## src/rtl/timer8_wave_defs.vh

```
// Constants for the 8-bit timer waveform mode and compare output control.
// Assumes a 32-bit AXI4-Lite register bus with one register per aligned word.
`ifndef TIMER8_WAVE_DEFS_VH
`define TIMER8_WAVE_DEFS_VH

// ----------------------------------------------------------------------
// Register indices and byte addresses
// ----------------------------------------------------------------------
`define TIMER_CONTROL_B_IDX     8'h18
`define TIMER_CONTROL_A_IDX     8'h19
`define TIMER_CONTROL_B_ADDR    8'h60
`define TIMER_CONTROL_A_ADDR    8'h64
`define ADDR_BITS               8

// ----------------------------------------------------------------------
// Field positions and reset values
// ----------------------------------------------------------------------
`define CHAN_A_MODE_HI          7
`define CHAN_A_MODE_LO          6
`define CHAN_B_MODE_HI          5
`define CHAN_B_MODE_LO          4
`define WAVEFORM_MODE_HI_BIT    3
`define CLOCK_SELECT_HI         2
`define CLOCK_SELECT_LO         0
`define CONTROL_A_RESET         8'h00
`define CONTROL_B_RESET         8'h00

// ----------------------------------------------------------------------
// Waveform modes and counter limits
// ----------------------------------------------------------------------
`define MODE_NORMAL             3'h0
`define MODE_PC_PWM_FULL        3'h1
`define MODE_CLEAR_ON_MATCH     3'h2
`define MODE_FAST_PWM_FULL      3'h3
`define MODE_RESERVED_4         3'h4
`define MODE_PC_PWM_VAR         3'h5
`define MODE_RESERVED_6         3'h6
`define MODE_FAST_PWM_VAR       3'h7
`define COUNT_MAX               8'hff
`define COUNT_BOTTOM            8'h00

// ----------------------------------------------------------------------
// Bus responses
// ----------------------------------------------------------------------
`define RESP_OKAY               2'h0
`define RESP_SLVERR             2'h2

`endif

```

## src/rtl/timer8_waveform_mode_control.v

```verilog
// Control registers, waveform mode decode and compare output logic of an
// 8-bit timer. The counter, compare values, direction and timer tick come
// from neighbouring logic on the same clock; port direction and data bits
// come from the port block on the same clock.
`include "timer8_wave_defs.vh"
`timescale 1ns/100ps
`default_nettype none

// Functional notes
// Nonzero channel A output mode hands the pin over to compare output A, except PWM code 01 with mode high bit 0.
// Nonzero channel B output mode hands the pin over to compare output B.
// Pin driver enabled only while the pin direction bit selects output.
// Non-PWM channel A: 00 off, 01 toggle, 10 clear, 11 set on match.
// Non-PWM channel B: 00 off, 01 toggle, 10 clear, 11 set on match.
// PWM channel A code 01: off if mode high bit 0, else toggle on match.
// Fast PWM A: 10 clear on match set at bottom; 11 the inverse.
// Fast PWM B: 01 reserved; 10 clear match set bottom; 11 inverse.
// Fast PWM: compare equal TOP with high code bit ignores match, bottom acts.
// Phase correct A: 10 clears on up match, sets on down; 11 reverse.
// Phase correct B: 01 reserved; 10 clear up, set down; 11 reverse.
// Phase correct: compare equal TOP with high bit ignores match, acts at TOP.
// Control A bits 3:2 always read zero.
// Waveform mode is control B high bit with control A bits 1:0.
// Normal TOP 0xFF, clear-on-match TOP compare A; immediate update; overflow at MAX.
// Phase correct 1 and 5 load at TOP, overflow at BOTTOM; mode 1 TOP 0xFF.
// Fast PWM 3 and 7 load at BOTTOM; 3 overflow MAX; 7 TOP compare A.
// MAX is 0xFF and BOTTOM is 0x00 in all modes.
// Phase correct mode 5 uses compare A as TOP, counting up then down.
// Phase correct overflow flag sets whenever counter reaches BOTTOM.
// Reset clears both control registers: normal mode, outputs disconnected.
// Compare output actions are evaluated only on timer clock ticks.
module timer8_waveform_mode_control
(
	// Clock and reset
	input  wire        ref_clk_in,
	input  wire        rst_in,
	// AXI4-Lite write address and data
	input  wire [31:0] s_axi_awaddr_in,
	input  wire        s_axi_awvalid_in,
	output reg         s_axi_awready_out,
	input  wire [31:0] s_axi_wdata_in,
	input  wire [3:0]  s_axi_wstrb_in,
	input  wire        s_axi_wvalid_in,
	output reg         s_axi_wready_out,
	// AXI4-Lite write response
	output reg  [1:0]  s_axi_bresp_out,
	output reg         s_axi_bvalid_out,
	input  wire        s_axi_bready_in,
	// AXI4-Lite read
	input  wire [31:0] s_axi_araddr_in,
	input  wire        s_axi_arvalid_in,
	output reg         s_axi_arready_out,
	output reg  [31:0] s_axi_rdata_out,
	output reg  [1:0]  s_axi_rresp_out,
	output reg         s_axi_rvalid_out,
	input  wire        s_axi_rready_in,
	// Counter side
	input  wire        timer_tick_in,
	input  wire [7:0]  counter_value_in,
	input  wire        count_down_in,
	input  wire [7:0]  compare_value_a_in,
	input  wire [7:0]  compare_value_b_in,
	// Port side
	input  wire        pin_dir_a_in,
	input  wire        pin_dir_b_in,
	input  wire        port_data_a_in,
	input  wire        port_data_b_in,
	// Mode results to the counter
	output reg  [7:0]  top_value_out,
	output reg         dual_slope_out,
	output reg         update_immediate_out,
	output reg         compare_load_out,
	output reg         overflow_set_out,
	output reg  [2:0]  clock_select_out,
	// Compare outputs and pins
	output reg         compare_out_a_out,
	output reg         compare_out_b_out,
	output reg         pin_override_a_out,
	output reg         pin_override_b_out,
	output reg         pin_level_a_out,
	output reg         pin_level_b_out,
	output reg         pin_oe_a_out,
	output reg         pin_oe_b_out
);

	// ------------------------------------------------------------------
	// Next compare output level for one channel
	// ------------------------------------------------------------------
	function wave_next;
		input       cur;
		input [1:0] code;
		input [2:0] mode;
		input       is_a;
		input       hit;
		input       eq_top;
		input       at_top;
		input       down;
		reg         r;
		begin
			r = cur;
			case (mode)
				`MODE_NORMAL, `MODE_CLEAR_ON_MATCH:
				begin
					if (hit)
						case (code)
							2'h1:    r = ~cur;
							2'h2:    r = 1'b0;
							2'h3:    r = 1'b1;
							default: r = cur;
						endcase
				end
				`MODE_FAST_PWM_FULL, `MODE_FAST_PWM_VAR:
				begin
					if (code == 2'h1 && is_a && mode[2] && hit)
						r = ~cur;
					else if (code[1])
					begin
						if (hit && !eq_top)
							r = code[0];
						else if (at_top)
							r = ~code[0];
					end
				end
				`MODE_PC_PWM_FULL, `MODE_PC_PWM_VAR:
				begin
					if (code == 2'h1 && is_a && mode[2] && hit)
						r = ~cur;
					else if (code[1])
					begin
						if (eq_top && at_top)
							r = ~code[0];
						else if (hit && !eq_top)
							r = down ? ~code[0] : code[0];
					end
				end
				default: r = cur;
			endcase
			wave_next = r;
		end
	endfunction

	// ------------------------------------------------------------------
	// Address decode
	// ------------------------------------------------------------------
	function [1:0] reg_sel;
		input [31:0] addr;
		begin
			if (addr[`ADDR_BITS-1:0] == `TIMER_CONTROL_A_ADDR && addr[31:`ADDR_BITS] == 24'h0)
				reg_sel = 2'h1;
			else if (addr[`ADDR_BITS-1:0] == `TIMER_CONTROL_B_ADDR && addr[31:`ADDR_BITS] == 24'h0)
				reg_sel = 2'h2;
			else
				reg_sel = 2'h0;
		end
	endfunction

	// ------------------------------------------------------------------
	// Registers
	// ------------------------------------------------------------------
	reg  [1:0]  chan_a_output_mode_q;
	reg  [1:0]  chan_b_output_mode_q;
	reg  [1:0]  waveform_mode_low_q;
	reg         waveform_mode_hi_q;
	reg  [2:0]  clock_select_q;
	reg         aw_held_q;
	reg         w_held_q;
	reg  [31:0] aw_addr_q;
	reg  [31:0] w_data_q;
	reg  [3:0]  w_strb_q;

	wire [2:0]  waveform_mode;
	wire        fast_pwm;
	wire        pc_pwm;
	wire [7:0]  top_d;
	wire        at_top;
	wire        at_max;
	wire        at_bottom;
	wire        hit_a;
	wire        hit_b;
	wire        eq_top_a;
	wire        eq_top_b;
	wire        next_a;
	wire        next_b;
	wire        a_drives;
	wire        aw_ok;
	wire        w_ok;
	wire        do_write;
	wire [31:0] wr_addr;
	wire [31:0] wr_data;
	wire [3:0]  wr_strb;
	wire [1:0]  wr_sel;
	wire [1:0]  rd_sel;
	reg  [7:0]  rd_byte;

	// ------------------------------------------------------------------
	// Mode decode
	// ------------------------------------------------------------------
	assign waveform_mode = {waveform_mode_hi_q, waveform_mode_low_q};
	assign fast_pwm = (waveform_mode == `MODE_FAST_PWM_FULL)
		|| (waveform_mode == `MODE_FAST_PWM_VAR);
	assign pc_pwm = (waveform_mode == `MODE_PC_PWM_FULL)
		|| (waveform_mode == `MODE_PC_PWM_VAR);
	assign top_d = (waveform_mode == `MODE_CLEAR_ON_MATCH
		|| waveform_mode == `MODE_PC_PWM_VAR
		|| waveform_mode == `MODE_FAST_PWM_VAR)
		? compare_value_a_in : `COUNT_MAX;

	// Counter events gated by the timer tick; the compare-equals-TOP flags are not
	assign at_top    = timer_tick_in && (counter_value_in == top_d);
	assign at_max    = timer_tick_in && (counter_value_in == `COUNT_MAX);
	assign at_bottom = timer_tick_in && (counter_value_in == `COUNT_BOTTOM);
	assign hit_a     = timer_tick_in && (counter_value_in == compare_value_a_in);
	assign hit_b     = timer_tick_in && (counter_value_in == compare_value_b_in);
	assign eq_top_a  = (compare_value_a_in == top_d) && chan_a_output_mode_q[1];
	assign eq_top_b  = (compare_value_b_in == top_d) && chan_b_output_mode_q[1];

	assign next_a = wave_next(compare_out_a_out, chan_a_output_mode_q, waveform_mode,
		1'b1, hit_a, eq_top_a, at_top, count_down_in);
	assign next_b = wave_next(compare_out_b_out, chan_b_output_mode_q, waveform_mode,
		1'b0, hit_b, eq_top_b, at_top, count_down_in);
	assign a_drives = (|chan_a_output_mode_q) && !(chan_a_output_mode_q == 2'h1
		&& (fast_pwm || pc_pwm) && !waveform_mode_hi_q);

	// ------------------------------------------------------------------
	// Bus write path
	// ------------------------------------------------------------------
	assign aw_ok    = s_axi_awvalid_in && s_axi_awready_out;
	assign w_ok     = s_axi_wvalid_in && s_axi_wready_out;
	assign do_write = (aw_held_q || aw_ok) && (w_held_q || w_ok) && !s_axi_bvalid_out;
	assign wr_addr  = aw_held_q ? aw_addr_q : s_axi_awaddr_in;
	assign wr_data  = w_held_q ? w_data_q : s_axi_wdata_in;
	assign wr_strb  = w_held_q ? w_strb_q : s_axi_wstrb_in;
	assign wr_sel   = reg_sel(wr_addr);
	assign rd_sel   = reg_sel(s_axi_araddr_in);

	always @(posedge ref_clk_in)
	begin
		if (rst_in)
		begin
			s_axi_awready_out <= 1'b0;
			s_axi_wready_out  <= 1'b0;
			s_axi_bvalid_out  <= 1'b0;
			s_axi_bresp_out   <= `RESP_OKAY;
			aw_held_q         <= 1'b0;
			w_held_q          <= 1'b0;
			aw_addr_q         <= 32'h0;
			w_data_q          <= 32'h0;
			w_strb_q          <= 4'h0;
		end
		else
		begin
			s_axi_awready_out <= !aw_held_q && !aw_ok && !s_axi_bvalid_out && !do_write;
			s_axi_wready_out  <= !w_held_q && !w_ok && !s_axi_bvalid_out && !do_write;
			if (do_write)
			begin
				aw_held_q        <= 1'b0;
				w_held_q         <= 1'b0;
				s_axi_bvalid_out <= 1'b1;
				s_axi_bresp_out  <= (wr_sel == 2'h0) ? `RESP_SLVERR : `RESP_OKAY;
			end
			else
			begin
				if (aw_ok)
				begin
					aw_held_q <= 1'b1;
					aw_addr_q <= s_axi_awaddr_in;
				end
				if (w_ok)
				begin
					w_held_q <= 1'b1;
					w_data_q <= s_axi_wdata_in;
					w_strb_q <= s_axi_wstrb_in;
				end
				if (s_axi_bvalid_out && s_axi_bready_in)
					s_axi_bvalid_out <= 1'b0;
			end
		end
	end

	// ------------------------------------------------------------------
	// Control registers
	// ------------------------------------------------------------------
	always @(posedge ref_clk_in)
	begin
		if (rst_in)
		begin
			chan_a_output_mode_q <= 2'h0;
			chan_b_output_mode_q <= 2'h0;
			waveform_mode_low_q  <= 2'h0;
			waveform_mode_hi_q   <= 1'b0;
			clock_select_q       <= 3'h0;
		end
		else if (do_write && wr_strb[0])
		begin
			if (wr_sel == 2'h1)
			begin
				chan_a_output_mode_q <= wr_data[`CHAN_A_MODE_HI:`CHAN_A_MODE_LO];
				chan_b_output_mode_q <= wr_data[`CHAN_B_MODE_HI:`CHAN_B_MODE_LO];
				waveform_mode_low_q  <= wr_data[1:0];
			end
			if (wr_sel == 2'h2)
			begin
				waveform_mode_hi_q <= wr_data[`WAVEFORM_MODE_HI_BIT];
				clock_select_q     <= wr_data[`CLOCK_SELECT_HI:`CLOCK_SELECT_LO];
			end
		end
	end

	// ------------------------------------------------------------------
	// Bus read path
	// ------------------------------------------------------------------
	always @*
	begin
		rd_byte = 8'h00;
		if (rd_sel == 2'h1)
			rd_byte = {chan_a_output_mode_q, chan_b_output_mode_q,
				2'b00, waveform_mode_low_q};
		else if (rd_sel == 2'h2)
			rd_byte = {4'h0, waveform_mode_hi_q, clock_select_q};
	end

	always @(posedge ref_clk_in)
	begin
		if (rst_in)
		begin
			s_axi_arready_out <= 1'b0;
			s_axi_rvalid_out  <= 1'b0;
			s_axi_rdata_out   <= 32'h0;
			s_axi_rresp_out   <= `RESP_OKAY;
		end
		else
		begin
			s_axi_arready_out <= !s_axi_rvalid_out && !s_axi_arready_out;
			if (s_axi_arvalid_in && s_axi_arready_out)
			begin
				s_axi_rvalid_out <= 1'b1;
				s_axi_rdata_out  <= {24'h0, rd_byte};
				s_axi_rresp_out  <= (rd_sel == 2'h0) ? `RESP_SLVERR : `RESP_OKAY;
			end
			else if (s_axi_rvalid_out && s_axi_rready_in)
				s_axi_rvalid_out <= 1'b0;
		end
	end

	// ------------------------------------------------------------------
	// Mode results and compare outputs
	// ------------------------------------------------------------------
	always @(posedge ref_clk_in)
	begin
		if (rst_in)
		begin
			top_value_out        <= `COUNT_MAX;
			dual_slope_out       <= 1'b0;
			update_immediate_out <= 1'b1;
			compare_load_out     <= 1'b0;
			overflow_set_out     <= 1'b0;
			clock_select_out     <= 3'h0;
			compare_out_a_out    <= 1'b0;
			compare_out_b_out    <= 1'b0;
			pin_override_a_out   <= 1'b0;
			pin_override_b_out   <= 1'b0;
			pin_level_a_out      <= 1'b0;
			pin_level_b_out      <= 1'b0;
			pin_oe_a_out         <= 1'b0;
			pin_oe_b_out         <= 1'b0;
		end
		else
		begin
			top_value_out        <= top_d;
			dual_slope_out       <= pc_pwm;
			update_immediate_out <= (waveform_mode == `MODE_NORMAL)
				|| (waveform_mode == `MODE_CLEAR_ON_MATCH);
			compare_load_out     <= (pc_pwm || fast_pwm) && at_top;
			case (waveform_mode)
				`MODE_NORMAL, `MODE_CLEAR_ON_MATCH, `MODE_FAST_PWM_FULL:
					overflow_set_out <= at_max;
				`MODE_FAST_PWM_VAR:
					overflow_set_out <= at_top;
				`MODE_PC_PWM_FULL, `MODE_PC_PWM_VAR:
					overflow_set_out <= at_bottom;
				default:
					overflow_set_out <= 1'b0;
			endcase
			clock_select_out     <= clock_select_q;
			compare_out_a_out    <= next_a;
			compare_out_b_out    <= next_b;
			pin_override_a_out   <= a_drives;
			pin_override_b_out   <= |chan_b_output_mode_q;
			pin_level_a_out      <= a_drives ? next_a : port_data_a_in;
			pin_level_b_out      <= (|chan_b_output_mode_q) ? next_b : port_data_b_in;
			pin_oe_a_out         <= pin_dir_a_in;
			pin_oe_b_out         <= pin_dir_b_in;
		end
	end

endmodule
`default_nettype wire

```

## config.mk

```make
export PLATFORM = sky130hd
export DESIGN_NAME = timer8_waveform_mode_control
export DESIGN_NICKNAME = d
export VERILOG_FILES = /design/src/rtl/timer8_waveform_mode_control.v
export VERILOG_INCLUDE_DIRS = /design/src /design/src/rtl
export SDC_FILE = /design/constraint.sdc
export NUM_CORES = 1
export LEC_CHECK = 0
export BUFFER_PORTS_ARGS = -buffer_cell sky130_fd_sc_hd__clkbuf_2
export CAP_MARGIN = 15
export CELL_PAD_IN_SITES_DETAIL_PLACEMENT = 1
export CELL_PAD_IN_SITES_GLOBAL_PLACEMENT = 1
export CORE_MARGIN = 10
export CORE_UTILIZATION = 28
export CTS_CLUSTER_DIAMETER = 40
export DETAILED_ROUTE_END_ITERATION = 6
export PLACE_DENSITY = 0.74
export SYNTH_ARGS = -nofsm -noshare
export SYNTH_HDL_FRONTEND = slang
export SYNTH_SLANG_ARGS = --single-unit
```

## constraint.sdc

```tcl
create_clock -name ref_clk_in -period 2.9 [get_ports ref_clk_in]
set_input_delay 0.725 -clock ref_clk_in [delete_from_list [all_inputs] [get_ports ref_clk_in]]
set_output_delay 0.725 -clock ref_clk_in [all_outputs]
set_load 0.005 [all_outputs]
```

* Word level (Yosys, flattened, before mapping)
Cells that the tools add are included.
Operators by class: equal/unequal tests 25, muxes and demuxes 41, bitwise logic cells 5, reductions and logical operators 75
Operator list (number):
- zero test 24 bit | 2
- == test 8 bit | 5
- logical AND 1 bit | 36
- == test 8 x 7 -> 1 bit, second input constant | 4
- two-way mux 32 bit | 1
- two-way mux 1 bit | 25
- two-way mux 8 bit | 3
- one-hot mux 1 bit (3 select lines) | 5
- == test 2 bit, second input constant | 6
- zero test 1 bit | 12
- two-way mux 2 bit | 6
- OR reduction 2 bit | 6
- == test 2 x 1 -> 1 bit, second input constant | 4
- == test 8 bit, second input constant | 1
- zero test 8 bit | 1
- logical OR 1 bit | 8
- AND reduction 2 bit | 4
- == test 3 x 2 -> 1 bit, second input constant | 2
- == test 3 bit, second input constant | 2
- NOT 1 bit | 5
- zero test 2 bit | 2
- two-way mux 4 bit | 1
- nonzero test 2 bit | 2
- == test 3 x 1 -> 1 bit, second input constant | 1
- 2 further kinds | 2
Word-level totals: register bits 93, bits of input ports 137, word-level logic and storage cells 178

* Depth between registers and ports, before layout
Gate-level depths: netlist of the first run.
word-level depth 14, mapped depth 10

* Worst setup path before layout of the first run
No wires, ideal clock.
path type input -> register, start input port s_axi_awaddr_in[8], end register chan_a_output_mode_q[0], library setup time 0.135 ns, arrival 2.301 ns, required time 2.765 ns, setup slack 0.465 ns, cell stages on the path 8, buffers on the path 1, cell sequence nor4_1 nand4_1 o22ai_1 nand2_1 or4_1 clkbuf_1 a211oi_1 a211oi_1
On the way: cells in the longest elaborated chain, start to end 7
Ends and longest elaborated chain:
- start, declared | line timer8_waveform_mode_control.v:38 | input wire [31:0] s_axi_awaddr_in,
- two-way mux 32 bit (*) | line timer8_waveform_mode_control.v:230 | assign wr_addr = aw_held_q ? aw_addr_q : s_axi_awaddr_in;
- zero test 24 bit (*) | line timer8_waveform_mode_control.v:148, timer8_waveform_mode_control.v:150
- logical AND 1 bit | line timer8_waveform_mode_control.v:150 | else if (addr[`ADDR_BITS-1:0] == `TIMER_CONTROL_B_ADDR && addr[31:`ADDR_BITS] == 24'h0)
- two-way mux 2 bit | line timer8_waveform_mode_control.v:150
- two-way mux 2 bit (*) | line timer8_waveform_mode_control.v:148 | if (addr[`ADDR_BITS-1:0] == `TIMER_CONTROL_A_ADDR && addr[31:`ADDR_BITS] == 24'h0)
- == test 2 x 1 -> 1 bit (*) | line timer8_waveform_mode_control.v:295 | if (wr_sel == 2'h1)
- AND reduction 2 bit (no line) (*)
- end signal, assigned | line timer8_waveform_mode_control.v:297 | chan_a_output_mode_q <= wr_data[`CHAN_A_MODE_HI:`CHAN_A_MODE_LO];
- end, declared | line timer8_waveform_mode_control.v:160 | reg [1:0] chan_a_output_mode_q;
Every way passes the cells marked *; elsewhere a longest branch is shown, timed or not. A chain may end at the register's enable or synchronous reset.

* Worst setup path in the final report of the first run
start register aw_held_q, end register chan_b_output_mode_q[0]
On the way: cells in the longest elaborated chain, start to end 7
Ends and longest elaborated chain:
- start, declared | line timer8_waveform_mode_control.v:165 | reg aw_held_q;
- start signal, assigned | line timer8_waveform_mode_control.v:244 | aw_held_q <= 1'b0;
- start signal, assigned | line timer8_waveform_mode_control.v:256 | aw_held_q <= 1'b0;
- start signal, assigned | line timer8_waveform_mode_control.v:265 | aw_held_q <= 1'b1;
- two-way mux 32 bit | line timer8_waveform_mode_control.v:230
- zero test 24 bit or == test 8 x 7 -> 1 bit (tied branches)
- logical AND 1 bit | line timer8_waveform_mode_control.v:150
- two-way mux 2 bit | line timer8_waveform_mode_control.v:150
- two-way mux 2 bit | line timer8_waveform_mode_control.v:148
- == test 2 x 1 -> 1 bit | line timer8_waveform_mode_control.v:295
- AND reduction 2 bit (no line) (*)
- end signal, assigned | line timer8_waveform_mode_control.v:298 | chan_b_output_mode_q <= wr_data[`CHAN_B_MODE_HI:`CHAN_B_MODE_LO];
- end, declared | line timer8_waveform_mode_control.v:161 | reg [1:0] chan_b_output_mode_q;
Marked as above.

==> results of run 1 <==
report_power, final:
part | switching (mW) | leakage [nW] | internal [mW]
logic | 0.216 | 1.54 | 0.166
registers | 0.0273 | 0.739 | 1.30
clock network | 0.517 | 0.175 | 0.877
total | 0.760 | 2.45 | 2.34
state kept, by name, indices dropped and copies added (netlist names), 2 cells and up:
signal                flops
top_value_out             8
s_axi_rdata_out           8
clock_select_out          3
aw_addr_q                32
chan_a_output_mode_q      2
waveform_mode_low_q       2
chan_b_output_mode_q      2
w_data_q                  8
clock_select_q            3
kinds of logic after synthesis:
kind of cell / count (synthesis) / synth area share (%)
other cells: 1 / 0.08162
buf+inv: 63 / 8.524
compound gates: 115 / 17.35
xor+xnor: 20 / 3.813
simple gates: 229 / 25.54
flops: 91 / 39.65
mux: 22 / 5.038
path summary, 6_finish.rpt:
check                             startpoint  depth (start not counted)                       to
worst max-delay path               aw_held_q                          8  chan_b_output_mode_q[0]
worst min register to register  aw_addr_q[6]                          2             aw_addr_q[6]
worst max register to register     aw_held_q                          8  chan_b_output_mode_q[0]
worst min-delay path            aw_addr_q[6]                          2             aw_addr_q[6]
routing by layer:
layer	track usage [%]	vias up	part of all wire (%)
li1	-	2199	-
met3	5.825	17	8.3
met5	0	-	0
met4	4.856	0	1.8
met2	22.24	138	47
met1	16.02	2115	43
final cells by class:
| cell class | instances | area [um2] |
|---|---|---|
| Sequential cell | 91 | 1822 |
| Clock buffer | 10 | 239.0 |
| Multi-Input combinational cell | 412 | 2475 |
| Clock inverter | 6 | 118.9 |
| Tap cell | 216 | 270.3 |
| Timing Repair Buffer | 169 | 913.4 |
| Antenna cell | 2 | 5.005 |
| Inverter | 8 | 30.03 |
| Fill cell | 1995 | 10130 |
cells in the mapped netlist, types with 3 or more instances:
cell | count | area share [%]
sky130_fd_sc_hd__dfxtp_1 | 91 | 40
sky130_fd_sc_hd__nand2_1 | 80 | 6.5
sky130_fd_sc_hd__a21oi_1 | 49 | 5.3
sky130_fd_sc_hd__nor2_1 | 39 | 3.2
sky130_fd_sc_hd__buf_4 | 27 | 4.4
sky130_fd_sc_hd__nor4_1 | 21 | 2.9
sky130_fd_sc_hd__clkbuf_1 | 20 | 1.6
sky130_fd_sc_hd__xnor2_1 | 17 | 3.2
sky130_fd_sc_hd__mux2i_1 | 16 | 3.5
sky130_fd_sc_hd__a211oi_1 | 15 | 2.5
sky130_fd_sc_hd__nor2b_1 | 14 | 1.9
sky130_fd_sc_hd__nand3_1 | 12 | 1.3
sky130_fd_sc_hd__nor3_1 | 12 | 1.3
sky130_fd_sc_hd__nand4_1 | 11 | 1.5
sky130_fd_sc_hd__a22oi_1 | 10 | 1.6
sky130_fd_sc_hd__inv_1 | 8 | 0.65
sky130_fd_sc_hd__or3_2 | 8 | 1.3
sky130_fd_sc_hd__mux2_2 | 5 | 1.2
sky130_fd_sc_hd__nand2b_1 | 5 | 0.68
sky130_fd_sc_hd__o21ai_0 | 5 | 0.54
sky130_fd_sc_hd__nor4b_1 | 4 | 0.76
sky130_fd_sc_hd__nor4bb_1 | 4 | 0.87
sky130_fd_sc_hd__and2_1 | 3 | 0.41
sky130_fd_sc_hd__and3_1 | 3 | 0.41
sky130_fd_sc_hd__buf_6 | 3 | 0.74
sky130_fd_sc_hd__clkbuf_8 | 3 | 0.90
sky130_fd_sc_hd__o211ai_1 | 3 | 0.49
sky130_fd_sc_hd__o21bai_1 | 3 | 0.49
sky130_fd_sc_hd__o41ai_1 | 3 | 0.57
sky130_fd_sc_hd__xor2_1 | 3 | 0.57
per-stage QoR:
step	util (%)	hold slack (ns)	total power, mW	area [um2]
finish	36.71	0.4504	3.098	5873
global route	36.71	0.4730	3.248	5873
CTS	36.68	0.4559	3.148	5868
detailed placement	34.44	0.4465	1.732	5510
global placement	34.44	0.4409	1.725	5510
floorplan	-	0.4312	1.578	4688
critical path: stages, from the launching register on:
cell and delay (ns):
sky130_fd_sc_hd__dfxtp_1 0.49, sky130_fd_sc_hd__nor4b_1 0.35, sky130_fd_sc_hd__nand4_1 0.15, sky130_fd_sc_hd__o22ai_1 0.19
sky130_fd_sc_hd__buf_4 0.15, sky130_fd_sc_hd__nand2_1 0.06, sky130_fd_sc_hd__or4_1 0.61, sky130_fd_sc_hd__buf_4 0.22
sky130_fd_sc_hd__a211oi_1 0.23
==> impl.org, run 1 <==
** Clock tree
- TritonCTS built the clock tree.
- Clock sinks :: between 90 and 100
- Clock-pin slew was measured on the worst setup and hold paths at 0.06 ns.
- Buffers inserted to repair hold after CTS numbered 0.
- Once the clock tree was built, the resizer swapped 0 gates to a different size.
- At the later pin of the worst-skew pair, clock insertion delay measures 0.35 ns.
- Number of setup buffers added after CTS :: 0
- The H-tree was split into 3 levels.
- Clk buf depth :: 2
- In this run the clock root is driven by a sky130_fd_sc_hd__clkbuf_16.
- Num CTS Buffers :: 9

** Timing
- Final Slew Violations :: 0
- The worst path uses 87.85% of the clock period.
- The hold violation total from the final report is 0.
- Slew @ Worst Pin :: between 0.7 and 0.8 ns
- Subtracting the final worst setup slack from the clock period gives 2.548 ns.
- Setup violations remaining at the end of the flow were counted as 0.
- For the final routed database, the setup TNS stands at 0 ns.
- Measured against its own limit, the worst slew margin works out to about half.
- Timing would allow up to 0.3925 GHz.
- Once routing completed, OpenROAD measured the worst setup slack at between 0.3 and 0.4 ns.
- Worst clock skew on the final layout :: 0.008929 ns
- RSZ-0062 raised after global routing :: no

** Layout
- Fraction of layout instances using a drive strength above 1 :: 30.60%
- Relative area change from synthesis to final layout :: 27.83%
- The library cells used most frequently in the layout, excluding fill and tap cells, are sky130_fd_sc_hd__clkbuf_2, sky130_fd_sc_hd__dfxtp_1, sky130_fd_sc_hd__nand2_1, sky130_fd_sc_hd__a21oi_1, sky130_fd_sc_hd__nor2_1.
- Post-layout net count :: approximately 830
- Most common library cell in the layout ignoring fill and taps :: sky130_fd_sc_hd__clkbuf_2
- Filler-free cell count of the finished design :: just over 900

** Setup path
- Type of the worst setup path :: reg -> reg
- CP startpoint kind :: register
- At the worst endpoint, the required time is 3.16 ns.
- The worst setup path is captured at a register.
- STA puts the critical path data arrival time at between 2 and 3 ns.
- Register-to-Register Setup Slack :: 0.35 ns
- Along the worst path, the maximum fanout reaches 6.

** Drt
- DRC violation total after the first TritonRoute iteration :: 144
- Remaining number of nets flagged by the antenna check after routing :: 0
- After detailed routing, the average wire length per cell comes to roughly 17 um.
- Wirelength, routed :: 15.26 mm
- The routed layout has about 4500 vias.
- For this run, design rule violations remaining after detail routing come to 0.
- 1st-pass router iterations :: 5
- After detailed routing, the number of vias per cell comes to 4.889.

** Global routing
- Wire length of the first global-routing pass :: 24.80 mm
- Antenna violations before repair :: 2
- The number of global-route vias before repair is 4861.
- Global-route congestion overflow total :: 0
- Entering global routing, the biggest net connects 55 pins.
- Global routing consumed, over all layers together, 13.78% of the routing resources.

** Floorplan
- 201 I/O pins were placed.
- The floorplan step set the die height to 148.1 um.
- Initial Util :: 28.71%
- The core region is 16000 um2.
- The floorplan step set the die width to 148.1 um.
- Cell Rows :: 46
- Full die area :: 21930 um2

** Worst hold path
- The path class of the tightest hold or removal check is reg -> reg.

** Power
- Power Density :: 527.4 nW/um2
- The analysis attributes to cell leakage a power of roughly 2.4 nW.
- Worst vdd ir :: 0.2749 mV

** Placed design
- HPWL after detailed placement :: 12.05 mm
- Routability-driven placement finished with a final weighted congestion of ~0.80.
- Count of buffers from port buffering :: approximately 150
- The number of placed instances, taps included, is 896.
- Placement Setup Slack :: 0.02989 ns

** Run
- Count of max-cap constraint violations :: 0

** Logic synthesis
- Flop and latch count out of synthesis :: 91
- In this run the mean area of a mapped cell was between 8 and 9 um2.
- Share of async-settable or async-resettable flops after synthesis :: 0%
- The cell count after synthesis came out at roughly 540.
- In this run the cell area of the synthesized design comes to 4594 um2.
- Synthesis instantiated 65 different standard cells from the library.
- Summing the sequential cell areas from Yosys gives 39.65% of the chip area.
- Number of enable-type register cells in the synthesized netlist :: 0
- The Yosys step of the flow raised 0 warnings.
- For this run, the leading register cell type out of synthesis is sky130_fd_sc_hd__dfxtp_1.

** Run status
- Status :: complete, no violations
Note: power is estimated with default switching activity, not from simulation.
==> run 2: changes to the inputs <==
- CORE_UTILIZATION: 28 -> 34
- PLACE_DENSITY: 0.74 -> 0.86
==> impl.org, run 2 (synthesized netlist as in run 1, its figures left out) <==
** Power
- The post-route total power came to 2.916 mW (-5.9%).
- The power density of the placed cells is 508.2 nW/um2 (-3.7%).
- The static leakage power came to 2.408 nW (-1.7%).
- The worst IR drop on VDD was 0.4060 mV (+48%).

** Timing
- The final setup violation count came to 0 (unchanged).
- The clock tree skew after final layout is 0.006218 ns (-0.002711 ns).
- Slew @ Worst Pin :: 0.6850 ns (-0.04296 ns)
- The final critical path time including I/O delays and setup came to 2.673 ns (+0.1253 ns).
- The final count of pins violating max slew came to 0 (unchanged).
- Maximum achievable frequency :: 0.3741 GHz (-4.7%)
- Slew headroom :: 54.13% (+2.9 points)
- Setup repair after global routing left no endpoint under its margin.
- Ratio of final minimum period to clock period :: 92.17% (+4.3 points)
- Number of endpoints with negative hold slack in the final report :: 0 (unchanged)
- The worst hold slack after final layout is 0.4590 ns (+0.008604 ns).

** Setup path
- CP arrival :: 2.94 ns (+0.14 ns)
- Type of the worst setup path :: reg -> reg
- Critical path fanouts, max :: 15 (+9)
- STA classifies the critical path endpoint as a register.
- The worst endpoint required time is 3.17 ns (about the same).
- The worst setup path is launched from a register.
- Series of cell instances along the critical path :: or3b_1 > and2_1 > mux2_4 > nor4_4 > mux2i_1 > o21bai_1 > a21oi_1
- Max stage delay on crit path :: 0.51 ns (-0.10 ns)
- Slowest cell on the critical path :: sky130_fd_sc_hd__dfxtp_1

** Layout
- aw_addr_q holds more flip-flops than any other register.
- The number of flip-flops under the largest register name was 32 (unchanged).
- Filler-free cell count of the finished design :: 869 (-4.9%)
- Most frequent cells in the layout :: sky130_fd_sc_hd__clkbuf_2, sky130_fd_sc_hd__dfxtp_1, sky130_fd_sc_hd__nand2_1, sky130_fd_sc_hd__a21oi_1, sky130_fd_sc_hd__nor2_1
- Relative area change from synthesis to final layout :: 24.89%
- Most common library cell in the layout ignoring fill and taps :: sky130_fd_sc_hd__clkbuf_2
- Post-layout net count :: 825 (-0.36%)
- Diode count :: 0 (-2)
- Fraction of layout instances using a drive strength above 1 :: 30.30% (-0.30 points)
- The cell area after layout is 5738 um2 (-2.3%).

** Floorplan
- Height of the die :: 136.2 um (-8.0%)
- Core region area :: 13240 um2 (-17%)
- The width of the chip is 136.2 um (-8.0%).
- The effective utilization at floorplan came to 34.69% (+6.0 points).
- Full die area :: 18560 um2 (-15%)
- The number of I/O pins was 201 (unchanged).
- Cell Rows :: 42 (-8.7%)

** Clock tree
- Clock tree from TritonCTS :: done
- # H-tree levels :: 3 (unchanged)
- The clock transition at the registers of the reported paths is 0.07 ns (about the same).
- Root Driver :: sky130_fd_sc_hd__clkbuf_16
- Worst skew pair latency :: 0.34 ns (about the same)
- Cts-stage hold buffer count :: 0 (unchanged)
- The TritonCTS buffer count came to 9 (unchanged).
- Number of setup buffers added after CTS :: 0 (unchanged)
- Clk buf depth :: 2 (unchanged)
- The number of clock sinks is 91 (unchanged).
- Resized cells post-CTS :: 0 (unchanged)

** Drt
- Number of vias per cell after detailed routing :: 5.216 (+6.7%)
- Remaining number of nets flagged by the antenna check after routing :: 0 (unchanged)
- Total DRC errors in the routed layout :: 0 (unchanged)
- Average wire per cell in the routed design :: 17.84 um (+6.9%)
- Via count :: 4533 (+1.4%)
- The total wire length came to 15.51 mm (+1.6%).
- The DRC violation total after the first TritonRoute iteration came to 191 (+33%).
- 1st-pass router iterations :: 4 (-1)

** Global routing
- Antenna violations before repair :: 0 (-2)
- The global-route wire length before repair was 24.98 mm (+0.75%).
- Global-route congestion overflow total :: 0 (unchanged)
- Largest net degree at the start of global routing :: 60 (+9.1%)
- The number of global-route vias before repair was 5090 (+4.7%).
- The global-route usage over all layers came to 16.51% (+2.7 points).

** Placed design
- Count of placed standard cells including taps :: 853 (-4.8%)
- Count of buffers from port buffering :: 147 (unchanged)
- The final weighted congestion in routability-driven placement was 0.8858 (+11%).
- The detailed-placement wirelength estimate came to 12.54 mm (+4.1%).
- Instance area at placement :: 5425 um2 (-1.5%)

** Worst hold path
- Worst Hold Class :: reg -> reg

** Run
- The number of max-capacitance violations reported was 0 (unchanged).

** Run status
- The run finished with clean final reports.
## run 2: cell count changes in the layout (fill, tap and decap cells not counted)
cell | before | now
sky130_fd_sc_hd__buf_12 | 1 | 0
sky130_fd_sc_hd__buf_2 | 1 | 0
sky130_fd_sc_hd__buf_4 | 21 | 19
sky130_fd_sc_hd__bufinv_16 | 3 | 1
sky130_fd_sc_hd__clkbuf_2 | 146 | 147
sky130_fd_sc_hd__clkbuf_8 | 1 | 2
sky130_fd_sc_hd__clkinv_2 | 0 | 1
sky130_fd_sc_hd__clkinvlp_4 | 0 | 1
sky130_fd_sc_hd__diode_2 | 2 | 0
sky130_fd_sc_hd__inv_8 | 1 | 0
## run 2: path summary, 6_finish.rpt
kind                           to  slack [ns]  cells after the start          startpoint
hold reg to reg     aw_addr_q[23]        0.46                      2       aw_addr_q[23]
hold / removal      aw_addr_q[23]        0.46                      2       aw_addr_q[23]
setup reg to reg  pin_level_a_out        0.23                      7  waveform_mode_hi_q
setup / recovery  pin_level_a_out        0.23                      7  waveform_mode_hi_q
## run 2: cell type report
| type | instances | area [um2] |
|---|---|---|
| tap | 176 | 220.2 |
| multi-input combinational | 412 | 2475 |
| inverter | 8 | 30.03 |
| fill | 1676 | 7505 |
| clock buffer | 11 | 252.7 |
| clock inverter | 5 | 60.06 |
| sequential | 91 | 1822 |
| timing repair buffer | 166 | 878.3 |
## run 2: worst max-delay path, delay by kind of cell, from the launching register on
kind | cells | cell delay (ns)
AOI/OAI and AO/OA | 2 | 0.27
muxes | 2 | 0.67
and+or+nand+nor | 3 | 1.14
DFF | 1 | 0.51
## run 2: where the power goes
| group | internal (mW) | switching (mW) | total [mW] |
|---|---|---|---|
| Combinational | 0.164 | 0.220 | 0.384 |
| Clock | 0.718 | 0.490 | 1.21 |
| Sequential | 1.30 | 0.0286 | 1.32 |
| Total | 2.18 | 0.738 | 2.92 |
## run 2: metrics by stage
stage / TNS [ns] / setup slack (ns) / utilization (%)
5_1_grt: 0 / 0.07472 / 43.33
6_report: 0 / 0.2271 / 43.33
3_5_place_dp: -0.2476 / -0.06584 / 40.97
2_1_floorplan: 0 / 0.4647 / -
3_3_place_gp: -0.1114 / -0.05116 / 40.97
4_1_cts: 0 / 0.2628 / 43.33
## run 2: routing by layer
metal	GRT usage, %	up-vias	wire length [um]
li1	-	2185	-
met1	17.94	2179	6144
met2	29.00	143	7710
met3	6.089	26	1300
met4	5.503	0	352
met5	0	-	0
==> run 3: changes to the inputs <==
- CORE_UTILIZATION: 34 -> 37
- PLACE_DENSITY: 0.86 -> 0.93
- SETUP_SLACK_MARGIN: default -> 0.2
- clock period: 2.9 -> 3.3 ns (I/O delays scaled with it)
==> impl.org, run 3 (synthesized netlist as in run 1, its figures left out) <==
** Global routing
- Wire length of the first global-routing pass :: 24.67 mm (-1.3%)
- Global Route Usage Sum :: 17.21% (+0.70 points)
- The maximum number of pins on one net before global-route repair came to 39 (-35%).
- The number of antenna violations at the first check in global routing came to 1 (+1).
- The number of global-route vias before repair was 4997 (-1.8%).
- Global-route congestion overflow total :: 0 (unchanged)

** Drt
- The antenna violation net count after detailed routing came to 0 (unchanged).
- 1st-pass router iterations :: 4 (unchanged)
- The total wire length came to 15.37 mm (-0.92%).
- The ratio of routed vias to standard cells came to 5.223 (+0.13%).
- The DRC violations left came to 0 (unchanged).
- The mean routed wirelength per cell is 18.03 um (+1.1%).
- The number of vias after detailed routing was 4450 (-1.8%).
- DRC violation total after the first TritonRoute iteration :: 226 (+18%)

** Timing
- RSZ-0062 raised after global routing :: no
- Number of endpoints with negative hold slack in the final report :: 0 (unchanged)
- Worst clock skew on the final layout :: 0.005856 ns (-0.0003616 ns)
- The final critical path time including I/O delays and setup was 2.785 ns (+0.1125 ns).
- Maximum achievable frequency :: 0.3590 GHz (-4.0%)
- Slew headroom :: 54.37% (+0.24 points)
- The pin slew with the least headroom to its limit was 0.6782 ns (-0.006802 ns).
- The final total negative setup slack came to 0 ns (unchanged).
- Ratio of final minimum period to clock period :: 84.41% (-7.8 points)
- Final Slew Violations :: 0 (unchanged)
- Setup-violating endpoint count in the final report :: 0 (unchanged)

** Layout
- Final cell area excluding filler cells :: 5613 um2 (-2.2%)
- Flip-flop count of the largest register, all copies and words added :: 32 (unchanged)
- The register with the most flip-flops in the final layout is aw_addr_q.
- Post-layout net count :: 816 (-1.1%)
- Leaving out fill and tap cells, the most frequent cell in the layout is sky130_fd_sc_hd__clkbuf_2.
- Relative area change from synthesis to final layout :: 22.17%
- The library cells used most frequently in the layout, excluding fill and tap cells, are sky130_fd_sc_hd__clkbuf_2, sky130_fd_sc_hd__dfxtp_1, sky130_fd_sc_hd__nand2_1, sky130_fd_sc_hd__a21oi_1, sky130_fd_sc_hd__nor2_1.
- The fraction of final layout cells with drive strength greater than 1 is 28.84% (-1.5 points).

** Placed design
- The detailed-placement wirelength estimate was 12.26 mm (-2.3%).
- Count of buffers from port buffering :: 147 (unchanged)
- The area after detailed placement is 5348 um2 (-1.4%).
- Global placer's final weighted congestion :: 0.8323 (-6.0%)

** Clock tree
- Num CTS Buffers :: 9 (unchanged)
- The cts-stage hold buffer count came to 0 (unchanged).
- The CTS H-tree depth was 3 (unchanged).
- Clock sinks :: 91 (unchanged)
- Root Driver :: sky130_fd_sc_hd__clkbuf_16
- The number of setup buffers added after CTS was 0 (unchanged).
- Clk buf depth :: 2 (unchanged)
- Clock-pin slew of the registers on the worst-case setup and hold paths :: 0.06 ns (about the same)
- The clock latency on the worst-skew pair is 0.34 ns (about the same).
- TritonCTS built the clock tree.
- Resized cells post-CTS :: 0 (unchanged)

** Floorplan
- The number of I/O pins came to 201 (unchanged).
- Core region area :: 12060 um2 (-8.9%)
- The width of the chip came to 131.4 um (-3.5%).
- Height of the die :: 131.4 um (-3.5%)
- The effective utilization at floorplan is 38.09% (+3.4 points).
- The number of rows created at floorplan was 40 (-4.8%).
- The die area came to 17280 um2 (-6.9%).

** Setup path
- The worst endpoint required time is 3.50 ns (+0.33 ns).
- The data arrival at the endpoint of the critical path came to 2.99 ns (+0.05 ns).
- Kind of capture point of the worst setup path :: register
- The largest fanout on the critical path is 11 (-4).
- STA classifies the critical path startpoint as a register.
- Type of the worst setup path :: reg -> reg
- The reg2reg setup slack was 0.51 ns (+0.29 ns).

** Run
- The number of max-capacitance violations reported is 0 (unchanged).

** Worst hold path
- Worst Hold Class :: reg -> reg

** Power
- The static leakage power came to 2.340 nW (-2.8%).
- The power density of the placed cells is 433.4 nW/um2 (-15%).
- Worst vdd ir :: 0.2216 mV (-45%)

** Run status
- The run finished with clean final reports.
-- run 3: cell count changes in the layout (fill, tap and decap cells not counted) --
cell / delta
sky130_fd_sc_hd__diode_2: +1
sky130_fd_sc_hd__inv_6: -1
sky130_fd_sc_hd__buf_4: -9
sky130_fd_sc_hd__bufinv_16: -1
sky130_fd_sc_hd__clkinv_4: -1
sky130_fd_sc_hd__clkbuf_8: -1
sky130_fd_sc_hd__clkbuf_1: +3
-- run 3: worst max-delay path, cell delays in order (launching register included) --
cell and delay, ns:
sky130_fd_sc_hd__dfxtp_1 0.45, sky130_fd_sc_hd__nor4b_1 0.44, sky130_fd_sc_hd__nand4_1 0.16, sky130_fd_sc_hd__o22ai_1 0.34, sky130_fd_sc_hd__nand2_1 0.12, sky130_fd_sc_hd__or4_1 0.70, sky130_fd_sc_hd__a211oi_1 0.33, sky130_fd_sc_hd__a211oi_1 0.09
-- run 3: path summary, 6_finish.rpt --
path / from / to / depth (start not counted)
max: aw_held_q / chan_a_output_mode_q[1] / 7
min: aw_addr_q[2] / aw_addr_q[2] / 2
max reg2reg: aw_held_q / chan_a_output_mode_q[1] / 7
min reg2reg: aw_addr_q[2] / aw_addr_q[2] / 2
-- run 3: where the power goes --
part	leakage (nW)	switching, mW	total (mW)	internal [mW]
sequential	0.739	0.0254	1.16	1.14
combinational	1.48	0.193	0.331	0.138
clock	0.126	0.411	0.937	0.526
total	2.34	0.629	2.43	1.80
-- run 3: routing by layer --
| layer | GRT usage, % | wire length [um] | vias up |
|---|---|---|---|
| li1 | - | - | 2172 |
| met1 | 18.62 | 6344 | 2139 |
| met2 | 30.26 | 7788 | 126 |
| met3 | 6.441 | 1010 | 13 |
| met4 | 5.624 | 221 | 0 |
| met5 | 0 | 0 | - |
-- run 3: through the flow --
stage	utilization [%]	cells	hold WS, ns	total power [mW]	worst slack [ns]
detailed placement	44.34	836	0.4460	1.516	0.1926
global placement	44.34	836	0.4387	1.498	0.2488
global route	46.54	852	0.4859	2.549	0.2587
CTS	46.51	851	0.4592	2.464	0.5246
finish	46.54	852	0.4586	2.433	0.5146
floorplan	-	566	0.4312	1.386	0.7647
-- run 3: cell type report --
type / count / area, um2
inverters: 8 / 30.03
multi-input cells: 412 / 2475
clock buffers: 13 / 250.2
repair buffers: 157 / 810.8
flip-flops and latches: 91 / 1822
well taps: 168 / 210.2
diodes: 1 / 2.502
clock inverters: 2 / 12.51
fillers: 1528 / 6449
